## src/inc/dcs_pkg.sv

```systemverilog
/*
 * Shared constants for the DAC channel-select link: serial word layout,
 * mode codes, frame lengths and timing counts.
 * Assumes a single 50 MHz clock on both ends.
 */
package dcs_pkg;
    localparam int CLK_PERIOD_NS = 20;
    // Command word fields, in shift order from the first bit
    localparam int CMD_BITS = 10;
    localparam int DAC_BITS = 24;
    localparam int DATA_BITS = 14;
    localparam int RB_HOST_BITS = 16;
    localparam int F_MODE_HI = 9;
    localparam int F_MODE_LO = 8;
    localparam int F_CAL = 7;
    localparam int F_OFFS = 6;
    localparam int F_TEST = 5;
    localparam int F_ADDR_HI = 4;
    localparam int CHANNELS = 32;
    localparam int OFFS_INDEX = 32;
    localparam logic [1:0] MODE_ACQ = 2'h0;
    localparam logic [1:0] MODE_DAC = 2'h1;
    localparam logic [1:0] MODE_ACQ_RB = 2'h2;
    localparam logic [1:0] MODE_RB = 2'h3;
    // Acquisition times
    localparam int ACQ_ONE_NS = 16000;
    localparam int ACQ_ALL_NS = 45000;
    localparam logic [11:0] ACQ_ONE_CYC =
        12'((ACQ_ONE_NS + CLK_PERIOD_NS - 1) / CLK_PERIOD_NS);
    localparam logic [11:0] ACQ_ALL_CYC =
        12'((ACQ_ALL_NS + CLK_PERIOD_NS - 1) / CLK_PERIOD_NS);
    // Host timing
    localparam int SCLK_HALF_NS = 80;
    localparam int FRAME_GAP_NS = 400;
    localparam int WR_LOW_NS = 60;
    localparam logic [4:0] SCLK_HALF_CYC =
        5'(SCLK_HALF_NS / CLK_PERIOD_NS);
    localparam logic [4:0] GAP_CYC =
        5'((FRAME_GAP_NS + CLK_PERIOD_NS - 1) / CLK_PERIOD_NS);
    localparam logic [4:0] WR_LOW_CYC =
        5'((WR_LOW_NS + CLK_PERIOD_NS - 1) / CLK_PERIOD_NS);
    // Host register map
    localparam logic [7:0] REG_TX = 8'h00;
    localparam logic [7:0] REG_CTRL = 8'h04;
    localparam logic [7:0] REG_STATUS = 8'h08;
    localparam logic [7:0] REG_RX = 8'h0C;
    localparam logic [7:0] REG_PAR = 8'h10;
    localparam logic [7:0] REG_SEL = 8'h14;
    localparam logic [1:0] KIND_CMD = 2'h0;
    localparam logic [1:0] KIND_DAC = 2'h1;
    localparam logic [1:0] KIND_READ = 2'h2;
    localparam int P_OFFS = 5;
    localparam int P_CAL = 6;
    localparam logic SEL_RESET = 1'h1;
endpackage

```

## src/inc/dcs_link_if.sv

```systemverilog
/*
 * Pins between the host port and the DAC channel-select device.
 * Both ends run on the same clock; the readback line is resolved here.
 */
`timescale 1ns/100ps
interface dcs_link_if;
    logic sync_cs_n;
    logic sclk;
    logic din;
    logic dout;
    logic dout_oe_n;
    logic dout_line;
    logic interface_select;
    logic wr_n;
    logic [4:0] channel_addr;
    logic offset_sel;
    logic all_acquire;

    // Released line reads low
    assign dout_line = ~dout_oe_n & dout;

    modport device (
        input sync_cs_n, sclk, din, interface_select, wr_n,
        input channel_addr, offset_sel, all_acquire,
        output dout, dout_oe_n
    );
    modport host (
        output sync_cs_n, sclk, din, interface_select, wr_n,
        output channel_addr, offset_sel, all_acquire,
        input dout_line
    );
endinterface

```

## src/core/dcs_device.sv

```systemverilog
/*
 * Device end of the DAC channel-select port: serial framing, parallel
 * channel select, channel register file and acquisition timing.
 * Assumes link pins are synchronous to clock_in and the host clock is
 * at least four clock_in periods per half cycle.
 */
// Our own choices: the address map and the strobed register port.
// Overview of operation
// - Chip select active low, shared with frame sync
// - Capture address on write strobe rising edge
// - Five address bits pick one of 32
// - Offset select overrides channel address
// - All-channel acquire: every channel, longer time
// - Drive on rising, sample on falling clock
// - Words travel most significant bit first
// - Readback ignores input; data centred in 16
// - Host uses 10, 3x8, 16 bit words
// - Host left-justifies 10-bit command in bytes
// - Host raises frame sync between transfers
// - Byte host sends two or three bytes
// - Host data valid at falling edge
// - Opposite-sense host clock must be inverted
// - Host frames every word active low
// - Parallel port only when interface select low
// - Frame sync clears counter; extra edges ignored
// - Output driven from first rise to fourteenth fall
// - First two bits choose operating mode
`timescale 1ns/100ps
module dcs_device
    import dcs_pkg::*;
(
    input wire logic clock_in,
    input wire logic rst_n_in,
    dcs_link_if.device link,
    output logic acq_start_out,
    output logic acq_all_out,
    output logic acq_offset_out,
    output logic [4:0] acq_channel_out,
    output logic acq_busy_out,
    output logic dac_write_out,
    output logic [5:0] dac_index_out,
    output logic [13:0] dac_data_out
);

    typedef enum {
        DCS_IDLE,
        DCS_SHIFT_IN,
        DCS_SHIFT_OUT
    } dcs_dev_state_t;

    dcs_dev_state_t state_reg;
    logic sync_prev_reg;
    logic sclk_prev_reg;
    logic wr_prev_reg;
    logic [4:0] bit_cnt_reg;
    logic [22:0] in_sr_reg;
    logic [1:0] mode_reg;
    logic rb_pending_reg;
    logic [5:0] rb_index_reg;
    logic [13:0] rb_sr_reg;
    logic dout_reg;
    logic oe_n_reg;
    logic [11:0] acq_cnt_reg;
    logic [13:0] dac_mem [0:CHANNELS];

    logic serial_en;
    logic par_en;
    logic sync_fall;
    logic sclk_rise;
    logic sclk_fall;
    logic in_last;
    logic word_done;
    logic [23:0] word;
    logic [9:0] cmd;
    logic par_write;
    logic ser_acq;

    // Channel index: offset channel sits above the 32 outputs
    function automatic logic [5:0] chan_index(input logic offs,
                                              input logic [4:0] addr);
        chan_index = offs ? 6'(OFFS_INDEX) : {1'h0, addr};
    endfunction

    ////////////////////////////////////////////////////////////////////
    // Edge detection on the link pins

    assign serial_en = link.interface_select;
    assign par_en = ~link.interface_select;
    assign sync_fall = sync_prev_reg & ~link.sync_cs_n;
    assign sclk_rise = ~sclk_prev_reg & link.sclk;
    assign sclk_fall = sclk_prev_reg & ~link.sclk;
    assign par_write = par_en & ~wr_prev_reg & link.wr_n
                       & ~link.sync_cs_n;

    always_ff @(posedge clock_in or negedge rst_n_in) begin
        if (!rst_n_in) begin
            sync_prev_reg <= 1'h1;
            sclk_prev_reg <= 1'h0;
            wr_prev_reg <= 1'h1;
        end else begin
            sync_prev_reg <= link.sync_cs_n;
            sclk_prev_reg <= link.sclk;
            wr_prev_reg <= link.wr_n;
        end
    end

    ////////////////////////////////////////////////////////////////////
    // Serial framing

    // A DAC write is 24 bits, every other command word 10
    assign in_last = (mode_reg == MODE_DAC && bit_cnt_reg >= 5'h02)
                     ? (bit_cnt_reg == 5'(DAC_BITS - 1))
                     : (bit_cnt_reg == 5'(CMD_BITS - 1));
    assign word = {in_sr_reg, link.din};
    assign word_done = (state_reg == DCS_SHIFT_IN) & sclk_fall & in_last;
    assign cmd = (mode_reg == MODE_DAC) ? word[23:14] : word[9:0];
    assign ser_acq = word_done & (cmd[F_MODE_HI:F_MODE_LO] == MODE_ACQ
        || cmd[F_MODE_HI:F_MODE_LO] == MODE_ACQ_RB);

    always_ff @(posedge clock_in or negedge rst_n_in) begin
        if (!rst_n_in) begin
            state_reg <= DCS_IDLE;
        end else if (!serial_en) begin
            state_reg <= DCS_IDLE;
        end else begin
            unique case (state_reg)
                DCS_IDLE: begin
                    if (sync_fall) begin
                        state_reg <= rb_pending_reg ? DCS_SHIFT_OUT
                                                    : DCS_SHIFT_IN;
                    end
                end
                DCS_SHIFT_IN: begin
                    if (word_done) begin
                        state_reg <= DCS_IDLE;
                    end
                end
                DCS_SHIFT_OUT: begin
                    if (sclk_fall
                        && bit_cnt_reg == 5'(DATA_BITS - 1)) begin
                        state_reg <= DCS_IDLE;
                    end
                end
            endcase
        end
    end

    // Sync edges inside a frame are ignored by the state machine
    always_ff @(posedge clock_in or negedge rst_n_in) begin
        if (!rst_n_in) begin
            bit_cnt_reg <= 5'h00;
        end else if (state_reg == DCS_IDLE && sync_fall) begin
            bit_cnt_reg <= 5'h00;
        end else if (state_reg != DCS_IDLE && sclk_fall) begin
            bit_cnt_reg <= bit_cnt_reg + 5'h01;
        end
    end

    always_ff @(posedge clock_in or negedge rst_n_in) begin
        if (!rst_n_in) begin
            in_sr_reg <= 23'h000000;
            mode_reg <= MODE_ACQ;
        end else if (state_reg == DCS_SHIFT_IN && sclk_fall) begin
            in_sr_reg <= word[22:0];
            if (bit_cnt_reg == 5'h01) begin
                mode_reg <= {in_sr_reg[0], link.din};
            end
        end else if (state_reg == DCS_IDLE && sync_fall) begin
            mode_reg <= MODE_ACQ;
        end
    end

    ////////////////////////////////////////////////////////////////////
    // Readback

    always_ff @(posedge clock_in or negedge rst_n_in) begin
        if (!rst_n_in) begin
            rb_pending_reg <= 1'h0;
            rb_index_reg <= 6'h00;
        end else if (!serial_en) begin
            rb_pending_reg <= 1'h0;
        end else if (word_done && cmd[F_MODE_HI]) begin
            rb_pending_reg <= 1'h1;
            rb_index_reg <= chan_index(cmd[F_OFFS],
                                       cmd[F_ADDR_HI:0]);
        end else if (state_reg == DCS_IDLE && sync_fall) begin
            rb_pending_reg <= 1'h0;
        end
    end

    // Input line is not looked at while shifting out
    always_ff @(posedge clock_in or negedge rst_n_in) begin
        if (!rst_n_in) begin
            rb_sr_reg <= 14'h0000;
            dout_reg <= 1'h0;
            oe_n_reg <= 1'h1;
        end else if (state_reg == DCS_IDLE) begin
            oe_n_reg <= 1'h1;
            if (sync_fall && rb_pending_reg) begin
                rb_sr_reg <= dac_mem[rb_index_reg];
            end
        end else if (state_reg == DCS_SHIFT_OUT) begin
            if (sclk_rise) begin
                dout_reg <= rb_sr_reg[13];
                rb_sr_reg <= {rb_sr_reg[12:0], 1'h0};
                oe_n_reg <= 1'h0;
            end else if (sclk_fall
                         && bit_cnt_reg == 5'(DATA_BITS - 1)) begin
                oe_n_reg <= 1'h1;
            end
        end
    end

    assign link.dout = dout_reg;
    assign link.dout_oe_n = oe_n_reg;

    ////////////////////////////////////////////////////////////////////
    // Channel registers

    always_ff @(posedge clock_in or negedge rst_n_in) begin
        if (!rst_n_in) begin
            for (int i = 0; i <= CHANNELS; i++) begin
                dac_mem[i] <= 14'h0000;
            end
        end else if (word_done && mode_reg == MODE_DAC) begin
            if (cmd[F_CAL]) begin
                // Test load to every output
                for (int i = 0; i < CHANNELS; i++) begin
                    dac_mem[i] <= word[13:0];
                end
            end else begin
                dac_mem[chan_index(cmd[F_OFFS], cmd[F_ADDR_HI:0])]
                    <= word[13:0];
            end
        end
    end

    always_ff @(posedge clock_in or negedge rst_n_in) begin
        if (!rst_n_in) begin
            dac_write_out <= 1'h0;
            dac_index_out <= 6'h00;
            dac_data_out <= 14'h0000;
        end else begin
            dac_write_out <= word_done && mode_reg == MODE_DAC;
            if (word_done && mode_reg == MODE_DAC) begin
                dac_index_out <= chan_index(cmd[F_OFFS],
                                            cmd[F_ADDR_HI:0]);
                dac_data_out <= word[13:0];
            end
        end
    end

    ////////////////////////////////////////////////////////////////////
    // Acquisition

    always_ff @(posedge clock_in or negedge rst_n_in) begin
        if (!rst_n_in) begin
            acq_start_out <= 1'h0;
            acq_all_out <= 1'h0;
            acq_offset_out <= 1'h0;
            acq_channel_out <= 5'h00;
        end else begin
            acq_start_out <= par_write | ser_acq;
            if (par_write) begin
                acq_all_out <= link.all_acquire;
                acq_offset_out <= link.offset_sel;
                acq_channel_out <= link.channel_addr;
            end else if (ser_acq) begin
                acq_all_out <= cmd[F_CAL];
                acq_offset_out <= cmd[F_OFFS];
                acq_channel_out <= cmd[F_ADDR_HI:0];
            end
        end
    end

    // Busy covers the acquisition time; a new request restarts it
    always_ff @(posedge clock_in or negedge rst_n_in) begin
        if (!rst_n_in) begin
            acq_cnt_reg <= 12'h000;
            acq_busy_out <= 1'h0;
        end else if (acq_start_out) begin
            acq_cnt_reg <= acq_all_out ? ACQ_ALL_CYC - 12'h001
                                       : ACQ_ONE_CYC - 12'h001;
            acq_busy_out <= 1'h1;
        end else if (acq_cnt_reg != 12'h000) begin
            acq_cnt_reg <= acq_cnt_reg - 12'h001;
        end else begin
            acq_busy_out <= 1'h0;
        end
    end

endmodule // dcs_device

```

## src/flat_wrapper.sv

```systemverilog
// flat-port wrapper written by rule: the top's interface ports become plain ports
module dcs_device_flat import dcs_pkg::*;
  (clock_in, rst_n_in, acq_start_out, acq_all_out, acq_offset_out, acq_channel_out, acq_busy_out, dac_write_out, dac_index_out, dac_data_out, link_sync_cs_n, link_sclk, link_din, link_interface_select, link_wr_n, link_channel_addr, link_offset_sel, link_all_acquire, link_dout, link_dout_oe_n);
  dcs_link_if link_i ();
  input wire logic clock_in;
  input wire logic rst_n_in;
  output logic acq_start_out;
  output logic acq_all_out;
  output logic acq_offset_out;
  output logic [4:0] acq_channel_out;
  output logic acq_busy_out;
  output logic dac_write_out;
  output logic [5:0] dac_index_out;
  output logic [13:0] dac_data_out;
  input wire logic [$bits(link_i.sync_cs_n)-1:0] link_sync_cs_n;
  input wire logic [$bits(link_i.sclk)-1:0] link_sclk;
  input wire logic [$bits(link_i.din)-1:0] link_din;
  input wire logic [$bits(link_i.interface_select)-1:0] link_interface_select;
  input wire logic [$bits(link_i.wr_n)-1:0] link_wr_n;
  input wire logic [$bits(link_i.channel_addr)-1:0] link_channel_addr;
  input wire logic [$bits(link_i.offset_sel)-1:0] link_offset_sel;
  input wire logic [$bits(link_i.all_acquire)-1:0] link_all_acquire;
  output wire logic [$bits(link_i.dout)-1:0] link_dout;
  output wire logic [$bits(link_i.dout_oe_n)-1:0] link_dout_oe_n;
  assign link_i.sync_cs_n = link_sync_cs_n;
  assign link_i.sclk = link_sclk;
  assign link_i.din = link_din;
  assign link_i.interface_select = link_interface_select;
  assign link_i.wr_n = link_wr_n;
  assign link_i.channel_addr = link_channel_addr;
  assign link_i.offset_sel = link_offset_sel;
  assign link_i.all_acquire = link_all_acquire;
  assign link_dout = link_i.dout;
  assign link_dout_oe_n = link_i.dout_oe_n;
  dcs_device u_core (.clock_in(clock_in), .rst_n_in(rst_n_in), .link(link_i), .acq_start_out(acq_start_out), .acq_all_out(acq_all_out), .acq_offset_out(acq_offset_out), .acq_channel_out(acq_channel_out), .acq_busy_out(acq_busy_out), .dac_write_out(dac_write_out), .dac_index_out(dac_index_out), .dac_data_out(dac_data_out));
endmodule
```

## config.mk

```make
export PLATFORM = sky130hd
export DESIGN_NAME = dcs_device_flat
export DESIGN_NICKNAME = d
export VERILOG_FILES = /design/src/inc/dcs_pkg.sv /design/src/inc/dcs_link_if.sv /design/src/core/dcs_device.sv /design/src/flat_wrapper.sv
export SDC_FILE = /design/constraint.sdc
export NUM_CORES = 1
export LEC_CHECK = 0
export BUFFER_PORTS_ARGS = -buffer_cell sky130_fd_sc_hd__buf_2
export CAP_MARGIN = 20
export CORE_UTILIZATION = 27
export DETAILED_ROUTE_END_ITERATION = 10
export PLACE_DENSITY = 0.41
export SYNTH_ARGS = -nofsm -noshare
export SYNTH_HDL_FRONTEND = slang
export SYNTH_SLANG_ARGS = --single-unit
export TNS_END_PERCENT = 50
```

## constraint.sdc

```tcl
create_clock -name clock_in -period 4.72 [get_ports clock_in]
set_input_delay 0.472 -clock clock_in [delete_from_list [all_inputs] [get_ports clock_in]]
set_output_delay 0.472 -clock clock_in [all_outputs]
set_load 0.01 [all_outputs]
```

Word-level counts from Yosys, hierarchy flattened
Index checks and enable logic that the tools add are counted.

operators by class
  add/sub/neg operators = 2
  multiply operators = 0
  divide/modulo/power cells = 0
  order comparisons = 4
  equality and inequality tests = 17
  shifts and indexed selects = 0
  mux-type cells = 43
  bitwise gates (word level) = 19
  reduce and logical (&&, ||, !) cells = 29

operators by type and width
  cell                   number
  $bwmux 462             1
  $mux 448               1
  $mux 32                4
  $mux 14                7
  $pmux 32 s3            1
  $bmux 14 s6            1
  $demux 14 s6           1
  $eq 32x2->1 const B    2
  $logic_not 32->1       2
  $mux 12                3
  $eq 32x1->1 const B    1
  $eq 32x3->1 const B    1
  $reduce_bool 32->1     1
  $mux 5                 4
  $ge 7x7->1 const B     2
  $mux 1                 14
  $not 6->7              2
  $reduce_bool 12->1     1
  $reduce_bool 2->1      6
  $sub 12x1->12 const B  1
  $eq 5x4->1 const B     2
  $mux 10                1
  $and 1x1->1            9
  $logic_and 1x1->1      9
  other kinds (20)       37

storage, ports and cells
  bits in registers = 592
  bits in latches = 0
  RAM bits = 0
  ROM bits = 0
  input bits = 14
  output and inout bits = 32
  word-level logic and storage cells = 168
  memories kept = 0

Depth between registers and ports, before layout
  depth in word-level cells = 10
  gate-level depth with buffers = 11
  mapped depth without buffers = 8

Worst setup path before layout
No wires, ideal clock.

  path kind = register to register
  start = reg u_core.mode_reg[1]
  end = reg u_core.dac_mem[185] in the netlist's numbering
  arrival = 2.437 ns
  required time = 4.595 ns
  slack = 2.158 ns
  cell stages (with the launch flop) = 11
  path through = dfrtp_1 nand2b_1 buf_6 buf_4 buf_2 mux2i_2 buf_4 o21ai_0 nand2_2 buf_6 mux2_4

between the ends
  word-level cells in the longest chain between the ends = 10
  elaborated cells between the ends (all ways) = 15

RTL lines
  element                                                         RTL line                                                 text
  start: declaration                                              dcs_device.sv:57                                         logic [1:0] mode_reg;
  start signal: assignment                                        dcs_device.sv:166                                        mode_reg <= {in_sr_reg[0], link.din};
  $eq 2x1->1 (*)                                                  dcs_device.sv:111, dcs_device.sv:116, dcs_device.sv:225
  $mux 10                                                         dcs_device.sv:116                                        assign cmd = (mode_reg == MODE_DAC) ? word[23:14] : word[9:0];
  $mux 6                                                          dcs_device.sv:81                                         chan_index = offs ? 6'(OFFS_INDEX) : {1'h0, addr};
  $not 6->7 (implied by the code)                                 dcs_device.sv:232                                        dac_mem[chan_index(cmd[F_OFFS], cmd[F_ADDR_HI:0])]
  $ge 7x7->1 (implied by the code) or $lt 7x1->1 (tied branches)  dcs_device.sv:232
  $logic_and 1x1->1 (implied by the code)                         dcs_device.sv:232
  $mux 14 (implied by the code)                                   dcs_device.sv:232
  $demux 14 s6                                                    dcs_device.sv:232
  $bwmux 462                                                      dcs_device.sv:232
  $mux 448                                                        dcs_device.sv:226                                        if (cmd[F_CAL]) begin
  end signal: indexed assignment                                  dcs_device.sv:229                                        dac_mem[i] <= word[13:0];
  end: declaration                                                dcs_device.sv:64                                         logic [13:0] dac_mem [0:CHANNELS];

Mark *: on every way between the ends. The rest lies on a longest branch, timed or not.
A chain may end at the register's enable or synchronous reset.

Worst setup path in the final report
  start = reg u_core.state_reg[1]
  end = reg u_core.dac_mem[70] in the netlist's numbering

between the ends
  word-level cells in the longest chain between the ends = 4

RTL lines
  element                    RTL line           text
  start: declaration         dcs_device.sv:51   dcs_dev_state_t state_reg;
  start signal: assignment   dcs_device.sv:129  state_reg <= rb_pending_reg ? DCS_SHIFT_OUT
  $eq 32x2->1                dcs_device.sv:115  assign word_done = (state_reg == DCS_SHIFT_IN) & sclk_fall & in_last;
  $and 1x1->1 (2 in series)  dcs_device.sv:115
  $logic_and 1x1->1          dcs_device.sv:225  end else if (word_done && mode_reg == MODE_DAC) begin

Every way passes these cells.

==> summary.md <==
| Metric | Value |
|---|---|
| EDFF count, synth | `0` |
| CP Max Fanout | `35` |
| Gates resized, CTS repair | `0` |
| Root Buffer | `clkbuf_16` |
| CTS Sinks | `562` |
| ANT nets after route | `0` |
| Failing checks | `design-rule violations, negative hold slack` |
| Top-count cell post-synth | `dfrtp_1` |
| Data required, critical path | `5230 ps` |
| Syn_area_per_cell | `13.20 um2` |
| Worst skew pair latency | `620 ps` |
| Initial DRC Count | `1012` |
| Die area | `99500 um2` |
| Syn-to-layout area delta | `14.26%` |
| Fin crit share | `75.21%` |
| CP Class | `flop to flop` |
| Detailed-route via count | `16580` |
| Vias in the first global route | `17540` |
| Layout fillers | `9706` |
| Maximum vdd drop | `0.2372 mV` |
| Hold buffer count at cts | `3` |
| Wirelength per Cell | `23.73 um` |
| DRT Pass-1 Iters | `10` |
| Num CTS Buffers | `67` |
| Synth warn | `0` |
| First-pass GRT wire length | `119700 um` |
| Drt total wl | `79280 um` |
| Share of cells above drive strength 1 | `39.68%` |
| Worst hold path type | `input port to async pin` |
| Setup Buffers After CTS | `0` |
| Nets | `2032` |
| Ranking of synthesized cells by area | `dfrtp_1 53%, mux2_2 20%, mux2_4 2.8%` |
| Max_slew headroom | `22.63%` |
| #FFs+latches synth | `562` |
| Slew Viols, Final | `0` |
| Fin Clk Skew | `36.28 ps` |
| # IOs | `46` |
| Die Y | `315.4 um` |
| Htree depth | `3` |
| Hold slack | `-46.49 ps` |
| Hold Vio Cnt, Final | `9` |
| Yosys top cell by area | `dfrtp_1` |
| Synth top area share | `52.74%` |
| CTS clock-pin slew for the worst setup and hold paths | `60 ps` |
| Final setup fails | `0` |
| Critical Path End Type | `flop` |
| Worst setup SP type | `flop` |
| Placer Congestion | `0.7726` |
| DRC Markers | `2` |
| Max incr delay on CP | `620 ps` |
| Most common library cells after synthesis | `559 x dfrtp_1, 478 x mux2_2, 113 x o21ai_0, 107 x clkbuf_1, 85 x nand2_1` |
| Post-layout util | `31.25%` |
| Global route total overflow | `0` |
| Run status | `complete, but fails checks` |
| Fmax | `0.2817 GHz` |
| Post-synth net total | `2031` |
| Min cycle time layout | `3550 ps` |
| Largest net degree at the start of global routing | `117` |
| Ys async rst share | `100.0%` |
| Total GRT Usage | `16.17%` |
| Worst EP arrival | `4060 ps` |
| Die Wd | `315.4 um` |
| Yosys cell types | `70` |
| Seq/Total Area, Yosys | `53.04%` |
| Initial antenna violation count | `2` |
| Initial core utilization | `27.35%` |
| CTS tree | `yes` |
| Max Cap Violations | `0` |
| TNS Setup | `0 ps` |
| Leak | `14.14 nW` |
| Vias per cell | `4.963` |
| PD cells | `372.8 nW/um2` |
| Row cnt | `114` |
| HPWL Detailed | `49640 um` |
| Worst Tran Pin Value | `1131 ps` |
| Crit-path slowest cell | `nand2_2` |
| Primary FF master, synth | `dfrtp_1` |
| Port Buffers | `45` |
| Core Footprint | `96990 um2` |
| Worst-path cell chain | `inv_1 > ha_1 > nand2_1 > buf_4 > a211o_1 > or2_4 > clkinv_4 > nand2_2 > mux2_2` |
| Mapped Cells | `2009` |
| CTS Buffer Depth | `3` |
| Cell Area, Synth | `26520 um2` |
| Max reg flops | `462` |
| RSZ-0062 raised after global routing | `false` |
[metal layers]
layer  wire length [um]  global-route usage, %  up-vias
met5                  7                      0        -
met4               1808                  4.622        2
met3               3429                  2.840      111
met2              36090                  25.24      326
met1              37940                  22.87     8766
li1                   -                      -     7375
[critical path, delay by kind of cell (launching register included)]
family / cells / cell delay, ps
mux: 1 / 400
flops: 1 / 400
buf+inv: 3 / 890
fa+ha+maj: 1 / 210
compound gates: 1 / 240
simple gates: 3 / 1230
[path summary, 6_finish.rpt]
check	cells after the start	end	startpoint	slack, ps
worst max-delay path	9	u_core.dac_mem[70]$_DFFE_PN0P_	u_core.state_reg[1]$_DFFE_PN0P_	1170
worst min-delay path	1	u_core.dac_mem[48]$_DFFE_PN0P_	rst_n_in	-50
worst max register to register	9	u_core.dac_mem[70]$_DFFE_PN0P_	u_core.state_reg[1]$_DFFE_PN0P_	1170
worst min register to register	2	u_core.dac_data_out[12]$_DFFE_PN0P_	u_core.dac_data_out[12]$_DFFE_PN0P_	470
max in group asynchronous	2	u_core.acq_busy_out$_DFFE_PN0P_	rst_n_in	3440
min in group clock_in	3	u_core.acq_channel_out[4]$_DFFE_PN0P_	link_channel_addr[4]	70
[cells in the final DEF, fill, tap and decap left out, types with 20 or more instances in the layout]
| cell | n |
|---|---|
| clkbuf_8 | 23 |
| mux2i_1 | 67 |
| o2bb2ai_1 | 28 |
| clkbuf_16 | 70 |
| buf_2 | 44 |
| nor3_1 | 28 |
| mux4_2 | 32 |
| mux2_4 | 50 |
| o22ai_1 | 41 |
| mux2_2 | 478 |
| nor4_1 | 20 |
| buf_4 | 46 |
| dfrtp_1 | 556 |
| a21oi_1 | 43 |
| nor2b_1 | 32 |
| o21ai_0 | 113 |
| nand2_1 | 85 |
| a211oi_1 | 27 |
| nor2_1 | 27 |
[power breakdown]
part,internal (W),switching (W)
Clock,0.00320,0.00214
Sequential,0.00490,0.000176
Combinational,0.000244,0.000638
Total,0.00835,0.00295
[per-stage QoR]
step / instances / instance area [um2] / setup WS [ps] / total power [W]
final: 3341 / 30310 / 1170 / 0.01130
after global routing: 3340 / 30310 / 944.8 / 0.01178
after CTS: 3340 / 30310 / 1159 / 0.01149
after detailed placement: 3214 / 27990 / 1178 / 0.006049
after global placement: 3213 / 27970 / 1202 / 0.006038
after floorplan: 2009 / 26520 / 2158 / 0.005571
[logic make-up after synthesis]
family	synth area share, %
mux	28.63
flops	53.04
compound gates	8.637
simple gates	5.609
buf+inv	3.510
fa+ha+maj	0.3774
xor+xnor	0.1981
[layout make-up]
type / count / area (um2) / share of cell area [%]
antenna: 1 / 2.502 / 0.008257
clock buffer: 106 / 2117 / 6.985
clock inverter: 17 / 172.7 / 0.5697
inverter: 16 / 65.06 / 0.2147
multi-input combinational: 1263 / 11550 / 38.12
sequential: 562 / 14080 / 46.44
tap: 1276 / 1597 / 5.268
timing repair buffer: 100 / 725.7 / 2.394
(Power assumes the default switching activity.)
